--- src/nvic_pkg.sv ---
// constants for the nested vectored interrupt controller
// assumes one core clock and an active-low asynchronous reset
// Function
// - low-latency exception and interrupt handover to core
// - 85 maskable channels plus 16 core exceptions
// - 3-bit programmable priority, 8 levels
// - supply monitor on channel 1, vector 0x44
// - tamper timestamp on channel 2, vector 0x48
// - rtc wakeup on channel 3, vector 0x4C
// - flash global request on channel 4, vector 0x50
// - both converter units share channel 18
// - external lines 5 to 9 merge into 23
// - external lines 10 to 15 merge into 40
// - timer trigger and timer fourteen share 45
// - pending service exception programmable, vector 0x38
package nvic_pkg;
    localparam int CHAN_COUNT     = 85;
    localparam int CORE_EXC_COUNT = 16;
    localparam int EXC_COUNT      = CORE_EXC_COUNT + CHAN_COUNT;
    localparam int EXC_NUM_BITS   = 7;
    localparam int PRIO_BITS      = 3;
    localparam int RANK_BITS      = 4;
    localparam int SYS_PRIO_COUNT = 7;
    localparam int NEST_DEPTH     = 12;
    localparam int DEPTH_BITS     = 4;

    // ranks: lower wins; fixed levels sit above programmable ones
    localparam logic [RANK_BITS-1:0] RANK_RESET      = 4'h0;
    localparam logic [RANK_BITS-1:0] RANK_NMI        = 4'h1;
    localparam logic [RANK_BITS-1:0] RANK_HARD_FAULT = 4'h2;
    localparam logic [RANK_BITS-1:0] RANK_PROG_BASE  = 4'h3;
    localparam logic [RANK_BITS-1:0] RANK_IDLE       = 4'hF;

    // core exception numbers; vector slot is four times the number
    localparam int EXC_RESET      = 1;
    localparam int EXC_NMI        = 2;
    localparam int EXC_HARD_FAULT = 3;
    localparam int EXC_MEM_FAULT  = 4;
    localparam int EXC_BUS_FAULT  = 5;
    localparam int EXC_USAGE      = 6;
    localparam int EXC_SVCALL     = 11;
    localparam int EXC_DEBUG_MON  = 12;
    localparam int EXC_PEND_SVC   = 14;
    localparam int EXC_SYSTICK    = 15;

    // system priority slots within sys_priority
    localparam int SP_MEM = 0;
    localparam int SP_BUS = 1;
    localparam int SP_USAGE = 2;
    localparam int SP_SVCALL = 3;
    localparam int SP_DEBUG = 4;
    localparam int SP_PEND_SVC = 5;
    localparam int SP_SYSTICK = 6;

    // channel numbers of dedicated and merged sources
    localparam int CH_SUPPLY_MON   = 1;
    localparam int CH_TAMPER       = 2;
    localparam int CH_RTC_WAKEUP   = 3;
    localparam int CH_FLASH        = 4;
    localparam int CH_EXT_LINE0    = 6;
    localparam int CH_CONVERTER    = 18;
    localparam int CH_EXT_9_5      = 23;
    localparam int CH_EXT_15_10    = 40;
    localparam int CH_TIMER_SHARED = 45;
    localparam int EXT_LINE_COUNT  = 16;
    localparam int EXT_DIRECT      = 5;

    localparam logic [31:0] VEC_SLOT_BYTES = 32'h0000_0004;
endpackage : nvic_pkg

--- src/nvic_controller.sv ---
// nested vectored interrupt controller core
// assumes requests synchronous to clock, core acks one exception per cycle at most
`timescale 1ns/1ps
`default_nettype none
module nvic_controller
    import nvic_pkg::*;
(
    input  wire logic                               clock,
    input  wire logic                               nrst,
    input  wire logic [CHAN_COUNT-1:0]              irq_line,
    input  wire logic [CHAN_COUNT-1:0]              irq_enable,
    input  wire logic [CHAN_COUNT*PRIO_BITS-1:0]    irq_priority,
    input  wire logic                               supply_voltage_monitor,
    input  wire logic                               tamper_timestamp_request,
    input  wire logic                               rtc_wakeup_request,
    input  wire logic                               flash_global_request,
    input  wire logic [1:0]                         converter_request,
    input  wire logic [EXT_LINE_COUNT-1:0]          external_irq_line,
    input  wire logic                               second_advanced_timer_trg_com,
    input  wire logic                               general_timer_fourteen,
    input  wire logic                               nmi_request,
    input  wire logic                               hard_fault_exception,
    input  wire logic                               mem_fault_request,
    input  wire logic                               bus_fault_request,
    input  wire logic                               usage_fault_request,
    input  wire logic                               svcall_request,
    input  wire logic                               debug_monitor_request,
    input  wire logic                               pending_service_exception,
    input  wire logic                               systick_request,
    input  wire logic [SYS_PRIO_COUNT*PRIO_BITS-1:0] sys_priority,
    input  wire logic                               exc_ack,
    input  wire logic                               exc_return,
    output logic                                    exc_req,
    output logic [31:0]                             exc_vector,
    output logic [EXC_NUM_BITS-1:0]                 exc_number,
    output logic [RANK_BITS-1:0]                    exc_rank,
    output logic [RANK_BITS-1:0]                    active_rank,
    output logic                                    wakeup_event
);

    // programmable priority field to rank
    function automatic logic [RANK_BITS-1:0] prog_rank(input logic [PRIO_BITS-1:0] p);
        prog_rank = RANK_PROG_BASE + {1'b0, p};
    endfunction : prog_rank

    // exception number to vector address
    function automatic logic [31:0] vector_of(input logic [EXC_NUM_BITS-1:0] e);
        vector_of = VEC_SLOT_BYTES * {25'h0, e};
    endfunction : vector_of

    logic [EXC_COUNT-1:0]          req_all;
    logic [EXC_COUNT-1:0]          req_prev_reg;
    logic [EXC_COUNT-1:0]          pend_reg;
    logic [EXC_COUNT-1:0]          eligible;
    logic [RANK_BITS-1:0]          rank_of [EXC_COUNT];
    logic [CHAN_COUNT-1:0]         chan_req;
    logic                          reset_pend_reg;
    logic [RANK_BITS-1:0]          stack_reg [NEST_DEPTH];
    logic [DEPTH_BITS-1:0]         depth_reg;
    logic [RANK_BITS-1:0]          cur_rank;
    logic [RANK_BITS-1:0]          win_rank;
    logic [EXC_NUM_BITS-1:0]       win_num;
    logic                          win_valid;
    logic                          take;
    logic [RANK_BITS-1:0]          chan_rank [CHAN_COUNT];

    // channel request mapping, merged channels OR their sources
    always_comb
    begin
        chan_req                  = irq_line;
        chan_req[CH_SUPPLY_MON]   = supply_voltage_monitor;
        chan_req[CH_TAMPER]       = tamper_timestamp_request;
        chan_req[CH_RTC_WAKEUP]   = rtc_wakeup_request;
        chan_req[CH_FLASH]        = flash_global_request;
        chan_req[CH_CONVERTER]    = |converter_request;
        chan_req[CH_EXT_9_5]      = |external_irq_line[9:5];
        chan_req[CH_EXT_15_10]    = |external_irq_line[15:10];
        chan_req[CH_TIMER_SHARED] = second_advanced_timer_trg_com
                                  | general_timer_fourteen;
        for (int i = 0; i < EXT_DIRECT; i++)
        begin
            chan_req[CH_EXT_LINE0+i] = external_irq_line[i];
        end
    end

    // full exception request vector indexed by exception number
    always_comb
    begin
        req_all                 = '0;
        req_all[EXC_NMI]        = nmi_request;
        req_all[EXC_HARD_FAULT] = hard_fault_exception;
        req_all[EXC_MEM_FAULT]  = mem_fault_request;
        req_all[EXC_BUS_FAULT]  = bus_fault_request;
        req_all[EXC_USAGE]      = usage_fault_request;
        req_all[EXC_SVCALL]     = svcall_request;
        req_all[EXC_DEBUG_MON]  = debug_monitor_request;
        req_all[EXC_PEND_SVC]   = pending_service_exception;
        req_all[EXC_SYSTICK]    = systick_request;
        req_all[EXC_COUNT-1:CORE_EXC_COUNT] = chan_req;
    end

    // per-channel rank from its own priority field
    for (genvar n = 0; n < CHAN_COUNT; n++)
    begin : g_chan_rank
        assign chan_rank[n] = prog_rank(irq_priority[n*PRIO_BITS +: PRIO_BITS]);
    end

    // rank per exception number
    always_comb
    begin
        for (int e = 0; e < EXC_COUNT; e++)
        begin
            rank_of[e] = RANK_IDLE;
        end
        rank_of[EXC_RESET]      = RANK_RESET;
        rank_of[EXC_NMI]        = RANK_NMI;
        rank_of[EXC_HARD_FAULT] = RANK_HARD_FAULT;
        rank_of[EXC_MEM_FAULT]  = prog_rank(sys_priority[SP_MEM*PRIO_BITS +: PRIO_BITS]);
        rank_of[EXC_BUS_FAULT]  = prog_rank(sys_priority[SP_BUS*PRIO_BITS +: PRIO_BITS]);
        rank_of[EXC_USAGE]      = prog_rank(sys_priority[SP_USAGE*PRIO_BITS +: PRIO_BITS]);
        rank_of[EXC_SVCALL]     = prog_rank(sys_priority[SP_SVCALL*PRIO_BITS +: PRIO_BITS]);
        rank_of[EXC_DEBUG_MON]  = prog_rank(sys_priority[SP_DEBUG*PRIO_BITS +: PRIO_BITS]);
        rank_of[EXC_PEND_SVC]   =
            prog_rank(sys_priority[SP_PEND_SVC*PRIO_BITS +: PRIO_BITS]);
        rank_of[EXC_SYSTICK]    = prog_rank(sys_priority[SP_SYSTICK*PRIO_BITS +: PRIO_BITS]);
        for (int n = 0; n < CHAN_COUNT; n++)
        begin
            rank_of[CORE_EXC_COUNT+n] = chan_rank[n];
        end
    end

    // pending and enabled sources take part in arbitration
    always_comb
    begin
        eligible            = pend_reg;
        eligible[EXC_RESET] = reset_pend_reg;
        eligible[EXC_COUNT-1:CORE_EXC_COUNT] =
            pend_reg[EXC_COUNT-1:CORE_EXC_COUNT] & irq_enable;
    end

    // current running level from nesting stack
    always_comb
    begin
        cur_rank = RANK_IDLE;
        if (depth_reg != '0)
        begin
            cur_rank = stack_reg[depth_reg - 4'h1];
        end
    end

    // lowest rank wins, lower exception number breaks ties
    always_comb
    begin
        win_rank = RANK_IDLE;
        win_num  = '0;
        for (int e = EXC_COUNT - 1; e >= 0; e--)
        begin
            if (eligible[e] && (rank_of[e] <= win_rank))
            begin
                win_rank = rank_of[e];
                win_num  = EXC_NUM_BITS'(e);
            end
        end
        win_valid = (|eligible) && (win_rank < cur_rank);
    end

    assign take = exc_ack && exc_req;

    // edge capture of requests
    always_ff @(posedge clock or negedge nrst)
    begin
        if (!nrst)
        begin
            req_prev_reg <= '0;
        end
        else
        begin
            req_prev_reg <= req_all;
        end
    end

    // sticky pending bits; a new edge wins over the ack clear
    always_ff @(posedge clock or negedge nrst)
    begin
        if (!nrst)
        begin
            pend_reg <= '0;
        end
        else
        begin
            for (int e = 0; e < EXC_COUNT; e++)
            begin
                if (req_all[e] && !req_prev_reg[e])
                begin
                    pend_reg[e] <= 1'b1;
                end
                else if (take && (exc_number == EXC_NUM_BITS'(e)))
                begin
                    pend_reg[e] <= 1'b0;
                end
            end
        end
    end

    // reset exception pending from reset until taken
    always_ff @(posedge clock or negedge nrst)
    begin
        if (!nrst)
        begin
            reset_pend_reg <= 1'b1;
        end
        else if (take && (exc_number == EXC_NUM_BITS'(EXC_RESET)))
        begin
            reset_pend_reg <= 1'b0;
        end
    end

    // nesting stack of active ranks
    always_ff @(posedge clock or negedge nrst)
    begin
        if (!nrst)
        begin
            depth_reg <= '0;
            for (int i = 0; i < NEST_DEPTH; i++)
            begin
                stack_reg[i] <= RANK_IDLE;
            end
        end
        else if (take && exc_return && (depth_reg != '0))
        begin
            stack_reg[depth_reg - 4'h1] <= exc_rank;
        end
        else if (take && (depth_reg < DEPTH_BITS'(NEST_DEPTH)))
        begin
            stack_reg[depth_reg] <= exc_rank;
            depth_reg            <= depth_reg + 4'h1;
        end
        else if (exc_return && (depth_reg != '0))
        begin
            depth_reg <= depth_reg - 4'h1;
        end
    end

    // request flag; dropped the cycle after a take or a return
    always_ff @(posedge clock or negedge nrst)
    begin
        if (!nrst)
        begin
            exc_req <= 1'b0;
        end
        else
        begin
            exc_req <= win_valid && !take && !exc_return;
        end
    end

    // presented vector, number and rank of the winner
    always_ff @(posedge clock or negedge nrst)
    begin
        if (!nrst)
        begin
            exc_vector <= '0;
            exc_number <= '0;
            exc_rank   <= RANK_IDLE;
        end
        else
        begin
            exc_vector <= vector_of(win_num);
            exc_number <= win_num;
            exc_rank   <= win_rank;
        end
    end

    // power-management wake on any eligible request
    always_ff @(posedge clock or negedge nrst)
    begin
        if (!nrst)
        begin
            wakeup_event <= 1'b0;
        end
        else
        begin
            wakeup_event <= |eligible;
        end
    end

    // running level, one cycle behind the stack
    always_ff @(posedge clock or negedge nrst)
    begin
        if (!nrst)
        begin
            active_rank <= RANK_IDLE;
        end
        else
        begin
            active_rank <= cur_rank;
        end
    end

endmodule : nvic_controller
`default_nettype wire

--- config.mk ---
export PLATFORM = sky130hd
export DESIGN_NAME = nvic_controller
export DESIGN_NICKNAME = d
export VERILOG_FILES = /design/src/nvic_pkg.sv /design/src/nvic_controller.sv
export SDC_FILE = /design/constraint.sdc
export NUM_CORES = 2
export LEC_CHECK = 0
export ABC_AREA = 1
export BUFFER_PORTS_ARGS = -buffer_cell sky130_fd_sc_hd__buf_2
export CORE_MARGIN = 1.5
export CORE_UTILIZATION = 52
export DETAILED_ROUTE_END_ITERATION = 10
export HOLD_SLACK_MARGIN = 0.1
export PLACE_DENSITY = 0.72
export SLEW_MARGIN = 20
export SYNTH_ARGS = -nofsm -noshare
export SYNTH_HDL_FRONTEND = slang
export SYNTH_SLANG_ARGS = --single-unit
--- constraint.sdc ---
create_clock -name clock -period 114.8 [get_ports clock]
set_input_delay 34.44 -clock clock [delete_from_list [all_inputs] [get_ports clock]]
set_output_delay 34.44 -clock clock [all_outputs]
set_load 0.03 [all_outputs]
Yosys cells after proc, flatten, opt, wreduce, memory -nomap -nowiden
Index checks and enable logic that the tools add are counted.

word-level totals
  input port bits = 483
  bits in read-only memories = 0
  bits in writable memories = 0
  word-level logic and storage cells = 1293
  memories = 0
  flip-flop bits (word level) = 258
  bits in latches = 0
  output and inout port bits = 49

cells by class
  add/sub/neg operators = 94
  equality and inequality tests = 95
  shift operators = 0
  multiply operators = 0
  reductions and logical operators = 492
  order comparisons = 101
  divide/modulo/power cells = 0
  mux-type cells = 392
  bitwise operators = 5

operator list
  kind                                                        number
  2-to-1 mux 7 bit                                            95
  2-to-1 mux 4 bit                                            102
  adder 2 x 3 -> 4 bit, first input constant                  92
  <= comparator 4 bit                                         91
  logical AND 1 bit                                           294
  equality test 7 bit, second input constant                  37
  equality test 7 x 6 -> 1 bit, second input constant         32
  nonzero test 2 bit                                          96
  2-to-1 mux 1 bit                                            188
  equality test 7 x 5 -> 1 bit, second input constant         16
  bitwise mux 48 bit                                          2
  logical NOT 1 bit                                           96
  2-to-1 mux 48 bit                                           2
  OR reduction 95 bit                                         1
  bitwise AND 85 bit                                          1
  demux 4 bit (select 4 bit)                                  2
  equality test 7 x 4 -> 1 bit, second input constant         4
  equality test 7 x 3 -> 1 bit, second input constant         3
  binary-select mux 4 bit (select 4 bit)                      1
  equality test 7 x 2 -> 1 bit, second input constant         2
  >= comparator 5 bit, second input constant                  2
  less-than comparator 5 x 1 -> 1 bit, second input constant  2
  inverter 4 -> 5 bit                                         2
  <= comparator 1 x 4 -> 1 bit, first input constant          2
  other kinds (14)                                            14

Depth between registers and ports, before layout
  word-level depth = 290
  mapped depth = 882
  gate-level depth less buffers = 836

Worst setup path after synthesis
OpenSTA, ideal clock, no wires.

  kind = in2reg
  start = input port irq_priority[252]
  end = register exc_req
  path buffers = 46
  stages = 796
  library setup time = 77 ps
  data required time = 114723 ps
  path slack = -6422 ps
  data arrival time = 121145 ps
  cells stage by stage = inv_1 > ha_1 > inv_1 > nor2_1 > ha_1 > inv_1 > o21bai_1 > nand4_1 > nand2_1 > nand2_2 > nand2_2 > o21ai_0 > ha_1 > inv_1 > o21bai_1 > nand3_1 > nand2_1 > nand2_2 > [760 not listed] > and2_1 > ha_1 > inv_1 > nor2_1 > o21ai_0 > a32o_1 > nand2_1 > inv_1 > nand2_1 > nand2_2 > nand4_2 > nand2_2 > nand2_1 > nor3_1 > ha_1 > nand2_1 > nand4_1 > a21oi_1

between the ends
  word-level cells in the longest chain between the ends = 290

ends and longest elaborated chain
  item                               RTL line                source
  start: declaration                 nvic_controller.sv:12   input wire logic [CHAN_COUNT*PRIO_BITS-1:0] irq_priority,
  adder 2 x 3 -> 4 bit *             nvic_controller.sv:43   prog_rank = RANK_PROG_BASE + {1'b0, p};
  <= comparator 4 bit                nvic_controller.sv:158  if (eligible[e] && (rank_of[e] <= win_rank))
  logical AND 1 bit                  nvic_controller.sv:158
  2-to-1 mux 4 bit *                 nvic_controller.sv:158
  <= comparator 4 bit                nvic_controller.sv:158
  logical AND 1 bit                  nvic_controller.sv:158
  2-to-1 mux 4 bit *                 nvic_controller.sv:158
  <= comparator 4 bit                nvic_controller.sv:158
  [274 not listed]                   n/a
  2-to-1 mux 4 bit *                 nvic_controller.sv:158
  <= comparator 1 x 4 -> 1 bit       nvic_controller.sv:158
  logical AND 1 bit                  nvic_controller.sv:158
  2-to-1 mux 4 bit *                 nvic_controller.sv:158
  via win_rank[3]                    nvic_controller.sv:61   logic [RANK_BITS-1:0] win_rank;
  less-than comparator 4 bit *       nvic_controller.sv:164  win_valid = (|eligible) && (win_rank < cur_rank);
  logical AND 1 bit *                nvic_controller.sv:164
  logical AND 1 bit * (2 in series)  nvic_controller.sv:253  exc_req <= win_valid && !take && !exc_return;
  end signal: assignment             nvic_controller.sv:253
  end: declaration                   nvic_controller.sv:33   output logic exc_req,

The timed path passes the listed nets; every way through them passes the cells marked *.
A chain may end at the register's enable or synchronous reset.

==> results summary <==
The post-detailed-placement cell area is 0.0393 mm2. The congestion estimate from routability-driven global placement came to 0.951. The count of endpoints failing setup in the final report came out at 12.

The area fraction of the dominant cell type after synthesis came out at 15.9%. The required time at the worst-slack endpoint is 115.32 ns. The final critical path takes up 106% of the cycle. The clock latency at the later pin of the worst-skew pair came out at 0.59 ns.

The die outline height came out at 250 um. The count of final hold-check violations is 0. The wire length of the first global-routing pass came out at 165000 um. The register area share after synthesis is 20.6%. By instance count, the cell type seen most on the critical path is nand2_4. The buffer cell driving the clock tree root is clkbuf_16. The relative slew slack is 29.6%. In this run the critical register-to-register path is launched from pend_reg[100]$_DFFE_PN0P_. The number of global-route vias before repair is 33700.

The delay of the slowest critical-path stage came out at 0.32 ns. After synthesis the netlist holds a flip-flop and latch count of 258. The count of input and output buffers came out at 493.

The detailed-route DRC error count came out at 0. The clock sink count came out at 258. The longest clock path from root to sink contains 3 buffers. The fraction of layout cells with a size suffix above 1 came out at 38.8%.

The post-synthesis cell area is 0.0317 mm2. The area of the placeable core came out at 0.0602 mm2. The number of standard cells after synthesis came out at 4848. The kind of cell with the highest combined delay along the critical path is simple AND/OR/NAND/NOR gates. The routed wire length came out at 117000 um. The largest area contributor in the synthesized netlist is dfrtp_1. The clock tree skew after final layout is 0.0434 ns. The routed layout has 37600 vias. The horizontal die dimension is 250 um. The time the final worst path needs with I/O delays and setup came out at 121.49 ns. Once layout is done, the placed cells without fillers occupy 0.0465 mm2. The initialized floorplan defines 90 standard-cell rows. The fmax is 8.23 MHz. The critical path is of the in -> reg type.

For this run, the number of Yosys warnings is 0. The worst register-to-register path ends at exc_req$_DFF_PN0_. The TritonCTS clock tree is done. The clock edge transition at the registers on the reported setup and hold paths came out at 0.07 ns. The number of search-and-repair iterations in the first detailed-routing pass is 6.

Setup slack on the critical path of the routed design comes to -6.69 ns. Yosys mapped the design onto 46 distinct sky130hd cell types. The depth of the most critical reg-to-reg path is 775. The most used flip-flop cell after synthesis is dfrtp_1.

The area enclosed by the die boundary came out at 0.0624 mm2. The number of buffer and inverter stages on the critical path came out at 119. The minimum setup slack among reg-to-reg paths came out at 26.96 ns. STA classifies the critical path endpoint as a flip-flop. The flow ran to the end, but the final reports show violations. The maximum level of the CTS H-tree is 1.

The depth of the worst hold-timing path came out at 1. In this run the most critical hold path is launched from req_prev_reg[2]$_DFF_PN0_. The worst hold path belongs to the class reg -> reg. Dividing the detail-routed wire length by the instance count gives 16.7 um. For this run, asynchronously set or reset flops after synthesis account for 100%.

The number of violations of the max-capacitance limit came out at 0. The ratio of routed vias to standard cells is 5.40. The checks that failed: setup timing. The initial core utilization came out at 52.6%.

The number of buffers created by CTS is 28. The post-detailed-route count of antenna-violating nets came out at 0. The number of fill cells is 4151. The pre-CTS setup slack is -6.67 ns. The final total negative setup slack came out at -76.60 ns. For the pin with the worst max-slew slack, the measured transition is 1.04 ns. The nature of the critical path startpoint is an input port. The number of hold buffers added after CTS is 0.

Setup repair after global routing could not meet its margin everywhere. For this run the aggregate overflow at the end of global routing stands at 0. The master of the slowest instance on the critical path is ha_1. The number of nets in the final layout is 6980.

The highest net fanout along the worst path is 8. Compared with the post-synthesis result, the final layout area differs by 47.0%. The pin count of the biggest net entering global routing is 113. The worst hold path terminates at pend_reg[2]$_DFFE_PN0P_. The number of max-slew violations in the final report is 0. The count of boundary I/O pins came out at 532. In the post-synthesis netlist, the cell with the most instances is inv_1. The initial antenna violation count came out at 52. The violation count after the first detailed-route iteration is 2754. The overall track demand over capacity in global routing came out at 32.5%. The mean cell area of the mapped netlist came out at 6.53 um2. The arrival time at the worst endpoint is 122.01 ns. Summed over all nets, the half-perimeter wirelength after detailed placement is 84100 um. Yosys mapped a number of flops with a built-in enable equal to 0.

By count the netlist is led by inv_1 (1104), nand2_1 (951), o21ai_0 (542). Yosys attributes the largest share of cell area to dfrtp_1 (16%), ha_1 (15%), inv_1 (13%).
-- worst max path at each step --
| stage | start | to | slack [ns] | cells past startpoint |
|---|---|---|---|---|
| 6_report | irq_priority[252] | exc_req$_DFF_PN0_ | -6.69 | 930 |
| 2_1_floorplan | irq_priority[252] | exc_req$_DFF_PN0_ | -1.41 | 1193 |
| 3_3_place_gp | irq_priority[252] | exc_req$_DFF_PN0_ | -4.58 | 1190 |
| 3_5_place_dp | irq_priority[252] | exc_req$_DFF_PN0_ | -6.67 | 946 |
| 4_1_cts | irq_priority[253] | exc_req$_DFF_PN0_ | -2.61 | 927 |
| 5_1_grt | irq_priority[253] | exc_req$_DFF_PN0_ | -12.85 | 928 |
-- area by class of cell --
type,instances,area [um2],share of cell area [%]
antenna,43,108,0.231
clock buffer,40,797,1.71
clock inverter,10,123,0.263
inverter,1137,4310,9.25
multi-input combinational,3386,25000,53.7
sequential,258,6530,14.0
tap,782,978,2.10
timing repair buffer,1310,8720,18.7
-- routing by layer --
metal / share of wire, % / up-vias / global-route usage, %
met5: 0.15 / - / 0
met2: 48 / 1445 / 55.4
met3: 6.6 / 417 / 4.24
met1: 40 / 17400 / 40.6
li1: - / 18300 / -
met4: 5.8 / 24 / 15.5
-- what timing repair did --
item                       in CTS  in global routing
cloned                          1                  0
buffers inserted              136                127
setup endpoints to repair      12                 12
gates resized for setup       276                530
pin swaps                     158                335
-- cell usage in the layout, fill, tap and decap left out, types with 74 or more instances in the layout --
cell type,n
inv_1,1033
buf_4,797
nand2_1,750
nand3_1,500
buf_2,489
o21ai_0,285
nand2_2,276
ha_1,229
dfrtp_1,201
nand4_1,190
nand2_4,168
ha_4,142
o21ai_2,130
inv_2,93
xor2_1,91
nor2_1,81
o21ai_4,78
a21oi_1,74
o21bai_1,74
-- through the flow --
step	util [%]	std cells	hold slack [ns]
after floorplan	-	4872	0.400
after global placement	65.3	6612	0.401
after detailed placement	65.3	6612	0.407
after CTS	70.7	6799	0.415
after global routing	77.2	6960	0.429
final	77.2	6966	0.413
-- kinds of logic after synthesis --
group,after synthesis,synth area share [%]
buffers and inverters,1229,16.0
other,1,0.0118
AO/OA/AOI/OAI,831,14.8
flip-flops,258,20.6
AND/OR/NAND/NOR,2060,31.1
XOR/XNOR,93,2.57
adder cells (fa/ha/maj),376,14.9
Power is not shown: default switching activity piles up to over one toggle a cycle in this logic, so the estimate is an artifact.
